File: src/ssr_pkg.sv
// Package for the system signal status readback block.
// Assumes one controller clock; no register bus, all controls are ports.
package ssr_pkg;
	// ----------------------------------------
	// Signal selector codes
	// ----------------------------------------
	localparam int SEL_W = 5;
	typedef enum logic [SEL_W-1:0] {
		SSR_SIG_ABORT = 5'h00,
		SSR_SIG_ALARM_CLEAR = 5'h01,
		SSR_SIG_CURRENT_ON = 5'h02,
		SSR_SIG_CURRENT_FREE = 5'h03,
		SSR_SIG_HOME_SENSOR = 5'h04,
		SSR_SIG_CONTINUE = 5'h05,
		SSR_SIG_LIMIT_POS = 5'h06,
		SSR_SIG_LIMIT_NEG = 5'h07,
		SSR_SIG_JOG_POS = 5'h08,
		SSR_SIG_JOG_NEG = 5'h09,
		SSR_SIG_HOMING_POS = 5'h0A,
		SSR_SIG_HOMING_NEG = 5'h0B,
		SSR_SIG_MOTOR_HALT = 5'h0C,
		SSR_SIG_PAUSE = 5'h0D,
		SSR_SIG_PAUSE_CLEAR = 5'h0E,
		SSR_SIG_POS_ERR_CLEAR = 5'h0F,
		SSR_SIG_PANIC_HALT = 5'h10,
		SSR_SIG_SENSOR = 5'h11,
		SSR_SIG_START = 5'h12,
		SSR_SIG_TORQUE_LIMIT = 5'h13,
		SSR_SIG_OUT_BASE = 5'h14
	} ssr_sel_t;
	localparam int NUM_IN = 20;
	localparam int NUM_OUT = 9;
	localparam int NUM_SIG = NUM_IN + NUM_OUT;
	localparam logic [SEL_W-1:0] SEL_LAST = 5'h1C;
	// Answer values
	localparam logic ANS_INACTIVE = 1'h0;
	localparam logic ANS_ACTIVE = 1'h1;
	// ----------------------------------------
	// Query engine states
	// ----------------------------------------
	typedef enum logic [2:0] {
		SSR_ST_IDLE = 3'h1,
		SSR_ST_ANSWER = 3'h2,
		SSR_ST_MONITOR = 3'h4
	} ssr_state_t;
endpackage : ssr_pkg

File: src/ssr_snap_if.sv
// Interface carrying the sampled signal snapshot between modules.
// Assumes both ends share the system clock.
`timescale 1ns/10ps
`default_nettype none
interface ssr_snap_if;
	import ssr_pkg::*;
	logic [NUM_SIG-1:0] snap;
	logic [SEL_W-1:0] sel;
	logic bit_val;
	modport sampler (output snap, input sel, output bit_val);
	modport engine (input snap, output sel, input bit_val);
endinterface : ssr_snap_if
`default_nettype wire

File: src/ssr_readback.sv
// Top of the system signal status readback block.
// Assumes a host command parser drives the query ports; one clock.
//
// How it works
// - Answer is 0 for an inactive signal, 1 for an active one.
// - Continuous monitoring allowed only for immediate-mode queries, never from sequences.
// - Status is read-only; abort and start readable in immediate mode only.
// - Output signal internal states are reported even without a connector pin.
// - Status merges remote inputs and outputs with connector ones.
// - Each listed input signal has its own selector code and status.
// - Limit, jog and homing inputs report positive and negative separately.
`timescale 1ns/10ps
`default_nettype none
module ssr_readback (
	input wire logic i_clk_sys, // 10 MHz system clock
	input wire logic i_sys_rst, // Async reset, high
	input wire logic [ssr_pkg::NUM_IN-1:0] i_in_pin, // Connector input levels
	input wire logic [ssr_pkg::NUM_IN-1:0] i_in_remote, // Remote input levels
	input wire logic [ssr_pkg::NUM_OUT-1:0] i_out_state, // Internal output states
	input wire logic [ssr_pkg::NUM_OUT-1:0] i_out_remote, // Remote output levels
	input wire logic i_query_valid, // Query strobe, one cycle
	input wire logic [ssr_pkg::SEL_W-1:0] i_query_sel, // Signal selector
	input wire logic i_query_immediate, // 1 immediate mode, 0 sequence
	input wire logic i_query_monitor, // Request real-time monitor
	input wire logic i_monitor_stop, // End real-time monitor
	output logic o_ans_valid, // Answer strobe
	output logic o_ans_value, // Answer bit
	output logic o_ans_refused, // Query refused
	output logic o_monitor_active // Monitor running
);
	import ssr_pkg::*;
	// Snapshot and selected bit shared with the sampler
	ssr_snap_if snap_if ();
	typedef struct packed {
		ssr_state_t state;
		logic [SEL_W-1:0] sel;
		logic ans_valid;
		logic ans_value;
		logic ans_refused;
		logic monitor;
		logic last_val;
		logic fetch;
	} ssr_top_t;
	ssr_top_t st_ff;
	ssr_top_t nxt_st;
	logic [NUM_SIG-1:0] pin_all;
	logic [NUM_SIG-1:0] rem_all;
	logic sel_in;
	logic sel_dir;
	logic sel_out;
	logic sel_ok;
	logic immed_only;
	logic refuse_sel;
	logic refuse_mon;
	// ----------------------------------------
	// Elaboration checks
	// ----------------------------------------
	// Selector must reach every signal, outputs last
	if (NUM_SIG > (1 << SEL_W)) begin : g_sel_narrow
		$error("Selector too narrow for signal count");
	end
	if (SEL_LAST != NUM_SIG - 1) begin : g_sel_last
		$error("Last selector must name the last signal");
	end
	if (SSR_SIG_OUT_BASE != NUM_IN) begin : g_out_base
		$error("Output codes must follow input codes");
	end
	// ----------------------------------------
	// Sampling
	// ----------------------------------------
	// Output states sit above the inputs in selector order
	assign pin_all = {i_out_state, i_in_pin};
	assign rem_all = {i_out_remote, i_in_remote};
	ssr_sampler #(
		.N(NUM_SIG)
	) u_sampler (
		.i_clk_sys(i_clk_sys),
		.i_sys_rst(i_sys_rst),
		.i_pin(pin_all),
		.i_remote(rem_all),
		.snap_if(snap_if)
	);
	assign snap_if.sel = st_ff.sel;
	// ----------------------------------------
	// Selector decode
	// ----------------------------------------
	always_comb begin
		sel_in = 1'b0;
		sel_dir = 1'b0;
		sel_out = 1'b0;
		immed_only = 1'b0;
		// Every listed signal has a code of its own
		case (i_query_sel)
			SSR_SIG_ABORT,
			SSR_SIG_START: begin
				sel_in = 1'b1;
				immed_only = 1'b1;
			end
			SSR_SIG_ALARM_CLEAR,
			SSR_SIG_CURRENT_ON,
			SSR_SIG_CURRENT_FREE,
			SSR_SIG_HOME_SENSOR,
			SSR_SIG_CONTINUE,
			SSR_SIG_MOTOR_HALT,
			SSR_SIG_PAUSE,
			SSR_SIG_PAUSE_CLEAR,
			SSR_SIG_POS_ERR_CLEAR,
			SSR_SIG_PANIC_HALT,
			SSR_SIG_SENSOR,
			SSR_SIG_TORQUE_LIMIT: begin
				sel_in = 1'b1;
			end
			SSR_SIG_LIMIT_POS,
			SSR_SIG_LIMIT_NEG,
			SSR_SIG_JOG_POS,
			SSR_SIG_JOG_NEG,
			SSR_SIG_HOMING_POS,
			SSR_SIG_HOMING_NEG: begin
				sel_dir = 1'b1;
			end
			default: begin
				// Codes above the inputs up to the last name output states
				sel_out = (i_query_sel <= SEL_LAST);
			end
		endcase
		sel_ok = sel_in || sel_dir || sel_out;
	end
	// ----------------------------------------
	// Refusal rules
	// ----------------------------------------
	always_comb begin
		// Abort and start status stays hidden from sequences
		refuse_sel = !sel_ok || (immed_only && !i_query_immediate);
		// Real-time monitor only from immediate mode
		refuse_mon = i_query_monitor && !i_query_immediate;
	end
	// ----------------------------------------
	// Query engine
	// ----------------------------------------
	always_comb begin
		nxt_st = st_ff;
		nxt_st.ans_valid = 1'b0;
		nxt_st.ans_refused = 1'b0;
		case (st_ff.state)
			SSR_ST_IDLE: begin
				if (i_query_valid) begin
					// Refused queries answer at once with value zero
					if (refuse_sel) begin
						nxt_st.ans_refused = 1'b1;
						nxt_st.ans_valid = 1'b1;
						nxt_st.ans_value = ANS_INACTIVE;
					end else if (refuse_mon) begin
						nxt_st.ans_refused = 1'b1;
						nxt_st.ans_valid = 1'b1;
						nxt_st.ans_value = ANS_INACTIVE;
					end else begin
						nxt_st.sel = i_query_sel;
						nxt_st.monitor = i_query_monitor;
						nxt_st.state = SSR_ST_ANSWER;
						// Sampler needs one cycle to pick the new bit
						nxt_st.fetch = 1'b1;
					end
				end
			end
			SSR_ST_ANSWER: begin
				if (i_monitor_stop) begin
					nxt_st.monitor = 1'b0;
				end
				if (st_ff.fetch) begin
					// Sampler bit still shows the previous selector
					nxt_st.fetch = 1'b0;
				end else begin
					nxt_st.ans_valid = 1'b1;
					nxt_st.ans_value = snap_if.bit_val;
					nxt_st.last_val = snap_if.bit_val;
					nxt_st.state = nxt_st.monitor ? SSR_ST_MONITOR : SSR_ST_IDLE;
				end
			end
			SSR_ST_MONITOR: begin
				// Changes only; the first value was already sent
				if (i_monitor_stop) begin
					nxt_st.monitor = 1'b0;
					nxt_st.state = SSR_ST_IDLE;
				end else if (snap_if.bit_val != st_ff.last_val) begin
					nxt_st.ans_valid = 1'b1;
					nxt_st.ans_value = snap_if.bit_val;
					nxt_st.last_val = snap_if.bit_val;
				end
			end
			default: begin
				nxt_st.state = SSR_ST_IDLE;
				nxt_st.monitor = 1'b0;
				nxt_st.fetch = 1'b0;
			end
		endcase
	end
	// ----------------------------------------
	// State register
	// ----------------------------------------
	always_ff @(posedge i_clk_sys or posedge i_sys_rst) begin
		if (i_sys_rst) begin
			st_ff.state <= SSR_ST_IDLE;
			st_ff.sel <= '0;
			st_ff.ans_valid <= 1'b0;
			st_ff.ans_value <= ANS_INACTIVE;
			st_ff.ans_refused <= 1'b0;
			st_ff.monitor <= 1'b0;
			st_ff.last_val <= 1'b0;
			st_ff.fetch <= 1'b0;
		end else begin
			st_ff <= nxt_st;
		end
	end
	// ----------------------------------------
	// Outputs
	// ----------------------------------------
	// All straight from the state register
	assign o_ans_valid = st_ff.ans_valid;
	assign o_ans_value = st_ff.ans_value;
	assign o_ans_refused = st_ff.ans_refused;
	assign o_monitor_active = st_ff.monitor;
endmodule : ssr_readback
`default_nettype wire

File: src/ssr_sampler.sv
// Snapshot sampler: merges connector and remote signals each clock.
// Assumes inputs are synchronous to i_clk_sys.
`timescale 1ns/10ps
`default_nettype none
module ssr_sampler #(
	parameter int N = ssr_pkg::NUM_SIG
) (
	input wire logic i_clk_sys, // System clock
	input wire logic i_sys_rst, // Async reset, high
	input wire logic [N-1:0] i_pin, // Connector levels, active high
	input wire logic [N-1:0] i_remote, // Remote levels, active high
	ssr_snap_if.sampler snap_if // Snapshot to engine
);
	import ssr_pkg::*;
	if (N != NUM_SIG) begin : g_bad_width
		$error("Sampler width must match signal count");
	end
	typedef struct packed {
		logic [N-1:0] snap;
		logic bit_val;
	} ssr_samp_t;
	ssr_samp_t st_ff;
	ssr_samp_t nxt_st;
	logic [N-1:0] merged;
	always_comb begin
		merged = i_pin | i_remote;
		nxt_st = st_ff;
		nxt_st.snap = merged;
		nxt_st.bit_val = (snap_if.sel <= SEL_LAST) ? st_ff.snap[snap_if.sel] : ANS_INACTIVE;
	end
	always_ff @(posedge i_clk_sys or posedge i_sys_rst) begin
		if (i_sys_rst) begin
			st_ff <= '0;
		end else begin
			st_ff <= nxt_st;
		end
	end
	assign snap_if.snap = st_ff.snap;
	assign snap_if.bit_val = st_ff.bit_val;
endmodule : ssr_sampler
`default_nettype wire

File: config.mk
export PLATFORM = sky130hd
export DESIGN_NAME = ssr_readback
export DESIGN_NICKNAME = d
export VERILOG_FILES = /design/src/ssr_pkg.sv /design/src/ssr_snap_if.sv /design/src/ssr_readback.sv /design/src/ssr_sampler.sv
export SDC_FILE = /design/constraint.sdc
export NUM_CORES = 1
export LEC_CHECK = 0
export ABC_AREA = 0
export BUFFER_PORTS_ARGS = -buffer_cell sky130_fd_sc_hd__buf_2
export CORE_ASPECT_RATIO = 1.75
export CORE_UTILIZATION = 25
export CTS_BUF_LIST = sky130_fd_sc_hd__clkbuf_2
export CTS_CLUSTER_DIAMETER = 50
export DETAILED_ROUTE_END_ITERATION = 7
export SETUP_SLACK_MARGIN = 0.1
export SYNTH_ARGS = -nofsm -noshare
export SYNTH_HDL_FRONTEND = slang
export SYNTH_SLANG_ARGS = --single-unit
File: constraint.sdc
create_clock -name i_clk_sys -period 1.5 [get_ports i_clk_sys]
set_input_delay 0.3 -clock i_clk_sys [delete_from_list [all_inputs] [get_ports i_clk_sys]]
set_output_delay 0.3 -clock i_clk_sys [all_outputs]
set_load 0.005 [all_outputs]
# Word level (Yosys, flattened, before mapping)
# Index checks and enable logic that the tools add are counted.
# classes
mux	34
eq_ne	31
magnitude_cmp	3
reduce_logical	20
bitwise	4
# op_table
cell	count
$eq 5x4->1 const B	8
$or 29x29->29	1
$eq 5x3->1 const B	4
$eq 5x5->1 const B	4
$reduce_or 20->1	1
$mux 1	17
$mux 8	2
$mux 3	5
$ne 2x2->1 const B	7
$reduce_or 14->1	1
$mux 12	1
$reduce_and 4->1	3
$eq 5x2->1 const B	2
$le 5x5->1 const B	2
$pmux 3 s3	1
$lt 5x6->1 const B	1
$mux 2	3
$pmux 2 s3	1
$reduce_and 6->1	1
$reduce_or 6->1	1
$bmux 1 s5	1
$eq 5x1->1 const B	1
$logic_not 5->1	1
$reduce_and 5->1	1
other kinds (15)	22
# word_totals
out_inout_bits	4
input_bits	69
register_bits	44

# Depth between registers and ports, before layout
# Gate-level depths: netlist of the first run.
# logic_depth
depth_word	10
ltp_mapped	6
mapped_depth_nobuf	6

# Cells and area by module
# Synthesis of the first run repeated with hierarchy kept, for this count alone.
# hier_totals
cells_unflattened	166
area_unflattened_um2	2006.9
# by_module_without_submodules
mod	seq_area_each_um2	area_each_um2	instances	cells_per_inst
ssr_sampler	750.7	1229.9	1	98
ssr_readback	351.6	777.0	1	68

# Least setup slack after synthesis of the first run
# Ideal clock, no wire load.
# synth_path
kind	reg-to-reg
from	register st_ff[11] in the netlist's numbering
to	register st_ff (netlist bit o_ans_value)
path_buffers	0
path_slack_ns	-0.128
required_time_ns	1.372
stages_incl_launch_ff	5
arrival_time_ns	1.501
path_cell_list	dfstp_2 nor3b_2 nand2_1 o21bai_2 mux2_1
# synth_via
elab_chain_cells	3
elab_cells_between_ends	11
# synth_rtl
item	line	text
from (decl)	ssr_readback.sv:44	ssr_top_t st_ff;
from (signal assigned)	ssr_readback.sv:211	st_ff <= nxt_st;
$eq 3x1->1, or another cell as far along	ssr_readback.sv:144	case (st_ff.state)
$ne 3x3->1 (no source line), or another cell as far along	-	
$reduce_and 6->1 (no source line)	-	
# Several ways; a longest one is shown, not always the timed one.
# A chain may end at the register's enable or synchronous reset.

==> results.md, run 1 <==
* Status: finished with violations
* Violated checks: setup timing
* Slew @ Worst Pin at 387 ps
* Final setup viols at 2
* Pin count of the biggest net entering global routing at 45
* H-tree Lvls at 2
* R2R Path Start: snap_if.sel[0]
* Vias at 1445
* Die height at 118 microns
* Clk Latency, worst-skew pair at 390 ps
* Clock skew at 21.0 ps
* Crit. path cell count at 5
* IO buf count at 72
* R2r endpoint: u_sampler.snap_if.bit_val
* Die area at 8030 sq um
* Synth top cells by count: 43 x dfrtp_1, 29 x or2_2, 10 x nand2_1
* Max IR drop VDD at 0.618 mV
* Req. time, crit path at 1810 ps
* Ports at 73
* DRC at 0
* Top post-synthesis cells by area: dfrtp_1 56%, or2_2 9.5%, mux4_2 8.2%
* Routability cong. at 0.754
* Bufs and invs on worst path at 1
* Count leader, synth: dfrtp_1
* # rows at 41
* Syn Inst Count at 142
* Antenna-violating nets left at 0
* Non-filler cells, final at 336
* First drt pass iteration count at 4
* Mux cell area share after synthesis at 14.3%
* Post-synth top area share at 56.2%
* First-pass GRT wire length at 6510 microns
* Placeable Area at 7280 sq um
* Mapped Area at 1910 sq um
* Final Hold Slack at 71.7 ps
* Clock Path Buffers at 2
* Top_reg_cell synth: dfrtp_1
* Slew Viols, Final at 0
* Initial antenna violation count at 0
* Fraction of registers with async set/reset at 100%
* Dpl hpwl at 3170 microns
* Hold Startpoint: i_in_pin[15]
* Total wire length at 4080 microns
* Wire length per cell after detailed routing at 12.1 microns
* Cell taking the most area after synthesis: dfrtp_1
* Sum Neg Setup Slack at -226 ps
* EDFF count, synth at 0
* Type of origin of the critical path: flop
* Fmax achieved at 608 MHz
* Starting Density at 26.3%
* Clk pin slew, worst setup/hold paths at 220 ps
* Placed instance area at 2570 sq um
* Adder-cell area share of the yosys netlist at 0.654%
* Post-synth cell types at 39
* DP Worst Slack at -192 ps
* Post-synthesis register bit count at 44
* CP delay by family, top: multiplexers
* Synth Warn # at 0
* Final setup margin at -143 ps
* Number of global-route vias before repair at 1446
* Total congestion overflow at 0
* CTS tree: yes
* RSZ-0062 raised after global routing: true
* Final cell area excluding filler cells at 2740 sq um
* Fin nets at 319
* Part of the cycle the worst path needs at 110%
* Crit end category: flop
* Worst hold path class: input port to flop
* Placed cells at 321
* CP max stage cell: mux4_2
* Power, Total at 3.72 mW
* Largest family of logic cells by synthesized area: simple AND/OR/NAND/NOR gates
* PwrDens at 1360 nW/um^2
* Syn avg cell area at 13.5 sq um
* Slowest stage delay, CP at 490 ps
* Post-synthesis compound-gate area fraction at 6.73%
* Max-slew headroom at 74.1%
* GRT Total Usage at 11.2%
* Net Count, Synth at 212
* Ant. Diodes at 0
* Worst-case reg-to-reg path depth at 5
* CP max FO at 3
* DIE WIDTH at 68.2 microns
* Final-report hold violation count at 0
* Synth Area in Simple Gates at 18.8%
* Hold Path Sink: u_sampler.snap_if.snap[15]
* CP cell instances: buf_6, mux4_2, mux2i_1, o21ai_1, o211a_1
* Crit Path Class: flop to flop
* Clk root buf: clkbuf_2
* Worst reg2reg setup slack at -140 ps
* Max Cap Viol at 0
* Cells on Worst Hold Path at 2
* Area grow syn2layout at 43.3%
* 1st-iter DRT viols at 59
* Final min period at 1640 ps
* Num CTS Buffers at 5
* Layout cells sized above 1 at 63.6%
* Sequential cell area fraction in the yosys report at 57.6%
* CP arrival at 1950 ps
* Post-layout util at 37.7%
* Xor/xnor share of the synthesized area at 0.915%
* LEAKAGE at 1.27 nW
* Clock sinks at 44
* Vias/cell at 4.30
## cell usage in the layout, fill, tap and decap left out, types with 2 or more instances in the layout
master         synthesis  final
buf_4                  0     21
o21ai_1                2      3
nand2b_1               3      3
mux4_2                 7      7
nand3b_1               3      3
buf_2                  1     72
a211oi_1               2      2
nand4_1                2      2
nand2_1               10     10
dfrtp_1               43     43
mux2_4                 5      6
dlygate4sd3_1          0      2
clkbuf_2               0      5
nor2b_1                2      2
or2_2                 29     29
nor2_1                 3      3
mux2i_1                3      3
inv_2                  0      2
buf_6                  0      6
## metal layers
| layer | GRT usage, % | vias to the layer above | share of wire [%] |
|---|---|---|---|
| met5 | 0 | - | 0 |
| met4 | 4.04 | 0 | 1.6 |
| met3 | 3.29 | 5 | 5.2 |
| met2 | 19.4 | 52 | 55 |
| met1 | 12.2 | 681 | 38 |
| li1 | - | 707 | - |
## flip-flops by register name, summed over array words and instances (netlist names)
register                   flops
u_sampler.snap_if.bit_val      1
o_ans_refused                  1
o_monitor_active               1
u_sampler.snap_if.snap        29
o_ans_valid                    1
snap_if.sel                    5
o_ans_value                    1
st_ff                          5
## logic make-up (layout without fill, tap and decap cells)
group                      after synthesis  count (layout)
DFF                                     44              44
adders and majority gates                1               1
AOI/OAI and AO/OA                       15              15
and+or+nand+nor                         59              59
buffers and inverters                    5             113
xor gates and xnor gates                 2               2
muxes                                   16              16
## how the worst max path moves through the flow
stage,start,to,slack (ps)
after floorplan,u_sampler.snap_if.bit_val,o_ans_value,-40
after global placement,i_query_sel[1],snap_if.sel[3],-170
after detailed placement,i_query_sel[1],snap_if.sel[2],-190
after CTS,snap_if.sel[0],u_sampler.snap_if.bit_val,-130
after global routing,snap_if.sel[0],u_sampler.snap_if.bit_val,-190
final,snap_if.sel[0],u_sampler.snap_if.bit_val,-140
## worst reg2reg max path, delay by kind of cell, from the launching register on
kind | cells | cell delay [ps]
buf+inv | 1 | 140
flops | 1 | 480
mux | 2 | 640
compound gates | 2 | 310
## power breakdown
part / total [mW] / switching, mW / internal [mW]
registers: 1.61 / 0.221 / 1.39
logic: 1.46 / 0.515 / 0.946
clock network: 0.649 / 0.370 / 0.279
total: 3.72 / 1.11 / 2.61
## cell type report
class / instances / area [sq um]
fill: 745 / 4540
sequential: 44 / 1100
multi-input combinational: 93 / 828
timing repair buffer: 102 / 626
tap: 86 / 108
clock inverter: 3 / 42.5
clock buffer: 5 / 25.0
inverter: 3 / 11.3
## repair_timing
action	CTS	global route
buffers inserted	5	0
pin swaps	2	2
setup endpoints to repair	9	10
hold endpoints to repair	43	1
hold buffers	1	1
gates resized for setup	7	3
Power figures use the tool's default switching activity.
==> inputs of run 2 (changes only) <==
GPL_TIMING_DRIVEN = 0   (was unset)
==> run 2 against run 1 <==
Compared with the run above: the flow still finishes with violations (setup timing); sequential power barely moved; via count is 4.2% lower; final area fell by 7.7%; global-route usage is 0.51 points lower; sequential share of layout area increased by 3.4 points; setup slack improved by 31 ps; critical path type unchanged.
==> results.md, run 2 (same netlist as run 1, synthesis figures left out) <==
* PwrDens at 1300 nW/um^2 (was 1360 nW/um^2)
* Part of the cycle the worst path needs at 107% (was 110%)
* Total wire length at 3700 microns (was 4080 microns)
* Layout fillers at 754 (was 745)
* Starting Density at 26.3% (unchanged)
* Number of global-route vias before repair at 1488 (was 1446)
* Int Power at 2.25 mW (was 2.61 mW)
* Final min period at 1610 ps (was 1640 ps)
* Violated checks: setup timing (unchanged)
* Initial antenna violation count at 0 (unchanged)
* Area grow syn2layout at 32.3% (was 43.3%)
* Most frequent cells in the layout: 72 x buf_2, 41 x dfrtp_1, 29 x or2_2 (was 72 x buf_2, 43 x dfrtp_1, 29 x or2_2)
* Max-slew headroom at 40.4% (was 74.1%)
* IO buf count at 72 (unchanged)
* Clock power frac at 14.7% (was 17.5%)
* Die area at 8030 sq um (unchanged)
* Post-layout util at 34.8% (was 37.7%)
* Routability cong. at 0.777 (was 0.754)
* Non-filler cells, final at 316 (was 336)
* Area of the multi-input gates at 825 sq um (was 828 sq um)
* Max IR drop VDD at 0.561 mV (was 0.618 mV)
* Ports at 73 (unchanged)
* Power, Total at 3.28 mW (was 3.72 mW)
* Final Hold Slack at 58.5 ps (was 71.7 ps)
* Sequential power share at 48.5% (was 43.2%)
* Type of origin of the critical path: flop (unchanged)
* Logic pwr share at 36.8% (was 39.3%)
* Status: finished with violations (unchanged)
* Clk Latency, worst-skew pair at 390 ps (about the same)
* H-tree Lvls at 2 (unchanged)
* Final-report hold violation count at 0 (unchanged)
* Pin count of the biggest net entering global routing at 45 (unchanged)
* Die height at 118 microns (unchanged)
* Dpl hpwl at 2760 microns (was 3170 microns)
* Worst hold path class: input port to asynchronous set/reset pin (was input port to flop)
* Num CTS Buffers at 5 (unchanged)
* Req. time, crit path at 1810 ps (about the same)
* Final setup viols at 3 (was 2)
* Placed cells at 300 (was 321)
* Antenna-violating nets left at 0 (unchanged)
* Clk root buf: clkbuf_2 (unchanged)
* Fmax achieved at 620 MHz (was 608 MHz)
* Hold Buf Count CTS at 0 (was 1)
* LEAKAGE at 1.16 nW (was 1.27 nW)
* DP Worst Slack at -259 ps (was -192 ps)
* Clk pin slew, worst setup/hold paths at 210 ps (was 220 ps)
* Slew @ Worst Pin at 893 ps (was 387 ps)
* Fin nets at 299 (was 319)
* Clock Path Buffers at 2 (unchanged)
* Final setup margin at -112 ps (was -143 ps)
* Final cell area excluding filler cells at 2530 sq um (was 2740 sq um)
* Vias/cell at 4.38 (was 4.30)
* CP max FO at 2 (was 3)
* Placeable Area at 7280 sq um (unchanged)
* Crit end category: flop (unchanged)
* RSZ-0062 raised after global routing: true (unchanged)
* Worst-case reg-to-reg path depth at 6 (was 5)
* DRC at 0 (unchanged)
* Placed instance area at 2400 sq um (was 2570 sq um)
* 1st-iter DRT viols at 91 (was 59)
* Leading cell type in the layout, fill and taps excluded: buf_2 (unchanged)
* Clock skew at 22.7 ps (was 21.0 ps)
* Switching part of the total at 31.4% (was 29.8%)
* Layout cells sized above 1 at 61.7% (was 63.6%)
* CP arrival at 1920 ps (was 1950 ps)
* Total congestion overflow at 0 (unchanged)
* CTS tree: yes (unchanged)
* Sum Neg Setup Slack at -194 ps (was -226 ps)
* Wire length per cell after detailed routing at 11.7 microns (was 12.1 microns)
* Ant. Diodes at 0 (unchanged)
* Crit Path Class: flop to flop (unchanged)
* Net switching power at 1.03 mW (was 1.11 mW)
* Clock sinks at 44 (unchanged)
* # rows at 41 (unchanged)
* First-pass GRT wire length at 6390 microns (was 6510 microns)
* Vias at 1384 (was 1445)
* FF/Latch Area at 1100 sq um (about the same)
* DIE WIDTH at 68.2 microns (unchanged)
* Max Cap Viol at 0 (unchanged)
* Max reg flops at 29 (unchanged)
* Slew Viols, Final at 0 (unchanged)
* GRT Total Usage at 10.7% (was 11.2%)
* First drt pass iteration count at 4 (unchanged)
[run 2: metal layers]
metal	global-route usage, %	vias to the layer above	routed length, microns
li1	-	668	-
met1	11.1	647	1300
met2	18.9	61	2090
met3	2.71	8	232
met4	4.69	0	85
met5	0	-	0
[run 2: path summary, 6_finish.rpt]
check	from	to	slack, ps
max in group asynchronous	i_sys_rst	st_ff[12]	840
worst max-delay path	st_ff[1]	o_ans_value	-110
worst min register to register	o_ans_value	o_ans_value	540
worst min-delay path	i_sys_rst	u_sampler.snap_if.snap[24]	60
min in group i_clk_sys	i_out_state[0]	u_sampler.snap_if.snap[20]	70
worst max register to register	st_ff[1]	o_ans_value	-110
[run 2: timing repair]
item | CTS | global route
gates resized for setup | 3 | 3
setup buffers | 7 | 2
endpoints found under the setup margin | 8 | 9
pin swaps | 1 | 1
[run 2: critical path: stages, from the launching register on]
cell	delay, ps
dfrtp_1	380
inv_1	50
ha_1	290
nor4b_2	210
o21a_1	170
o21bai_4	130
mux2_4	300
[run 2: area by class of cell]
type,instances,area share (%)
clock buffers,6,1.19
repair buffers,81,17.0
multi-input cells,93,32.6
flip-flops and latches,44,43.6
inverters,3,0.445
clock inverters,2,0.445
plain buffers,1,0.445
well taps,86,4.25
[run 2: power by group through the flow]
stage                     clock network [mW]  registers (mW)  logic [mW]
final                                  0.482            1.59        1.21
after global routing                   0.577            1.62        1.33
after CTS                              0.515            1.59        1.19
after detailed placement                   0            1.59        1.08
after global placement                     0            1.58        1.08
after floorplan                            0            1.54       0.818
==> inputs of run 3 (changes only) <==
==> constraint.sdc (replaced) <==
create_clock -name i_clk_sys -period 2.1 [get_ports i_clk_sys]
set_input_delay 0.42 -clock i_clk_sys [delete_from_list [all_inputs] [get_ports i_clk_sys]]
set_output_delay 0.42 -clock i_clk_sys [all_outputs]
set_load 0.01 [all_outputs]
==> run 3 against run 2 <==
Compared with the run above: the run now ends clean; critical path depth shrank 2; first-iteration DRC count is 46% lower; core utilization shrank 1.6 points; setup slack gained 440 ps; clock skew fell by 5.3 ps; count of clock-buffer cells in the layout stayed put; highest routed layer unchanged; sequential share of layout area up 2.0 points.
==> results.md, run 3 (same netlist as run 1, synthesis figures left out) <==
* Crit path to: o_ans_value (unchanged)
* R2R Path Start: st_ff[11] (was st_ff[1])
* Most frequent cells in the layout: 73 x buf_2, 43 x dfrtp_1, 29 x or2_2 (was 72 x buf_2, 41 x dfrtp_1, 29 x or2_2)
* CP arrival at 2050 ps (was 1920 ps)
* Final setup viols at 0 (was 3)
* CP Launch Point: st_ff[11] (was st_ff[1])
* Fin nets at 291 (was 299)
* Antenna-violating nets left at 0 (unchanged)
* Crit Path Class: flop to flop (unchanged)
* Area grow syn2layout at 26.3% (was 32.3%)
* Ant. Diodes at 0 (unchanged)
* Placed cells at 300 (unchanged)
* H-tree Lvls at 2 (unchanged)
* Type of origin of the critical path: flop (unchanged)
* Req. time, crit path at 2380 ps (was 1810 ps)
* Vias at 1309 (was 1384)
* Worst reg2reg setup slack at 330 ps (was -110 ps)
* Non-filler cells, final at 307 (was 316)
* Number of global-route vias before repair at 1342 (was 1488)
* Clock skew at 17.4 ps (was 22.7 ps)
* Routability cong. at 0.737 (was 0.777)
* Max reg flops at 29 (unchanged)
* First drt pass iteration count at 4 (unchanged)
* GRT Total Usage at 10.2% (was 10.7%)
* CTS tree: yes (unchanged)
* Clk root buf: clkbuf_2 (unchanged)
* Clock power frac at 15.0% (was 14.7%)
* Final setup margin at 326 ps (was -112 ps)
* Net switching power at 0.684 mW (was 1.03 mW)
* DRC at 0 (unchanged)
* PwrDens at 896 nW/um^2 (was 1300 nW/um^2)
* Logic pwr share at 33.9% (was 36.8%)
* Final-report hold violation count at 0 (unchanged)
* Switching part of the total at 31.6% (was 31.4%)
* Fmax achieved at 564 MHz (was 620 MHz)
* DP Worst Slack at 194 ps (was -259 ps)
* Crit end category: flop (unchanged)
* CP max FO at 7 (was 2)
* Layout cells sized above 1 at 57.5% (was 61.7%)
* First-pass GRT wire length at 6030 microns (was 6390 microns)
* Int Power at 1.48 mW (was 2.25 mW)
* Ports at 73 (unchanged)
* RSZ-0062 raised after global routing: false (was true)
* R2r endpoint: o_ans_value (unchanged)
* Starting Density at 26.3% (unchanged)
* Worst-case reg-to-reg path depth at 4 (was 6)
* Clk pin slew, worst setup/hold paths at 210 ps (about the same)
* Hold Buf Count CTS at 0 (unchanged)
* Post-CTS Setup Inserts at 0 (was 7)
* Initial antenna violation count at 0 (unchanged)
* Placeable Area at 7280 sq um (unchanged)
* Clk Latency, worst-skew pair at 380 ps (was 390 ps)
* Slew @ Worst Pin at 880 ps (was 893 ps)
* 1st-iter DRT viols at 49 (was 91)
* IO buf count at 72 (unchanged)
* Status: finished, final reports clean (was finished with violations)
* Die area at 8030 sq um (unchanged)
* Total wire length at 3460 microns (was 3700 microns)
* Total congestion overflow at 0 (unchanged)
* Worst hold path class: input port to asynchronous set/reset pin (unchanged)
* Final min period at 1770 ps (was 1610 ps)
* Max-slew headroom at 41.3% (was 40.4%)
* LEAKAGE at 1.11 nW (was 1.16 nW)
* Clock Path Buffers at 2 (unchanged)
* Pin count of the biggest net entering global routing at 45 (unchanged)
* Dpl hpwl at 2740 microns (was 2760 microns)
* Leading cell type in the layout, fill and taps excluded: buf_2 (unchanged)
* DIE WIDTH at 68.2 microns (unchanged)
* Vias/cell at 4.26 (was 4.38)
* CTS resizes at 0 (was 3)
* # rows at 41 (unchanged)
* Sum Neg Setup Slack at 0 ps (was -194 ps)
* Num CTS Buffers at 5 (unchanged)
* Wire length per cell after detailed routing at 11.3 microns (was 11.7 microns)
* Part of the cycle the worst path needs at 84.5% (was 107%)
* Max IR drop VDD at 0.440 mV (was 0.561 mV)
* Die height at 118 microns (unchanged)
* Clock sinks at 44 (unchanged)
* Post-layout util at 33.2% (was 34.8%)
* Max Cap Viol at 0 (unchanged)
* Slew Viols, Final at 0 (unchanged)
* Sequential power share at 51.2% (was 48.5%)
[run 3: cell count changes in the layout (fill, tap and decap cells not counted), sizes merged]
cell,delta
clkinvlp,-1
clkbuf,+1
buf,-9
[run 3: final cells by class]
type	count	area, sq um
fill	745	4870
sequential	44	1100
multi-input combinational	93	792
timing repair buffer	72	360
tap	86	108
clock buffer	6	30.0
inverter	3	11.3
buffer	2	8.76
clock inverter	1	5.00
[run 3: power by group through the flow]
stage | logic [mW] | registers (mW) | clock network, mW
2_1_floorplan | 0.552 | 1.10 | 0
3_3_place_gp | 0.746 | 1.12 | 0
3_5_place_dp | 0.757 | 1.13 | 0
4_1_cts | 0.760 | 1.11 | 0.343
5_1_grt | 0.826 | 1.13 | 0.386
6_report | 0.734 | 1.11 | 0.324
[run 3: worst min path at each step]
stage,startpoint,to
after global routing,i_in_pin[3],u_sampler.snap_if.snap[3]
after CTS,i_out_state[2],u_sampler.snap_if.snap[22]
final,i_sys_rst,st_ff[0]
after global placement,o_ans_value,o_ans_value
after detailed placement,o_ans_value,o_ans_value
after floorplan,u_sampler.snap_if.bit_val,st_ff[1]
[run 3: through the flow]
| step | cell area (sq um) | hold slack, ps | total power, mW |
|---|---|---|---|
| finish | 2420 | 180 | 2.17 |
| global route | 2420 | 162 | 2.34 |
| CTS | 2420 | 176 | 2.21 |
| detailed placement | 2380 | 474 | 1.88 |
| global placement | 2380 | 469 | 1.87 |
| floorplan | 1910 | 475 | 1.66 |
[run 3: worst max-delay path, cell delays in order, from the launching register on]
cell      delay, ps
dfstp_2         640
nor3b_2         390
nand2_1         150
o21bai_2        180
mux2_1          330
[run 3: routing by layer]
metal | wire (microns) | GRT usage, %
met3 | 238 | 3.20
met2 | 1830 | 17.2
met4 | 76 | 4.43
met1 | 1310 | 11.1
met5 | 0 | 0
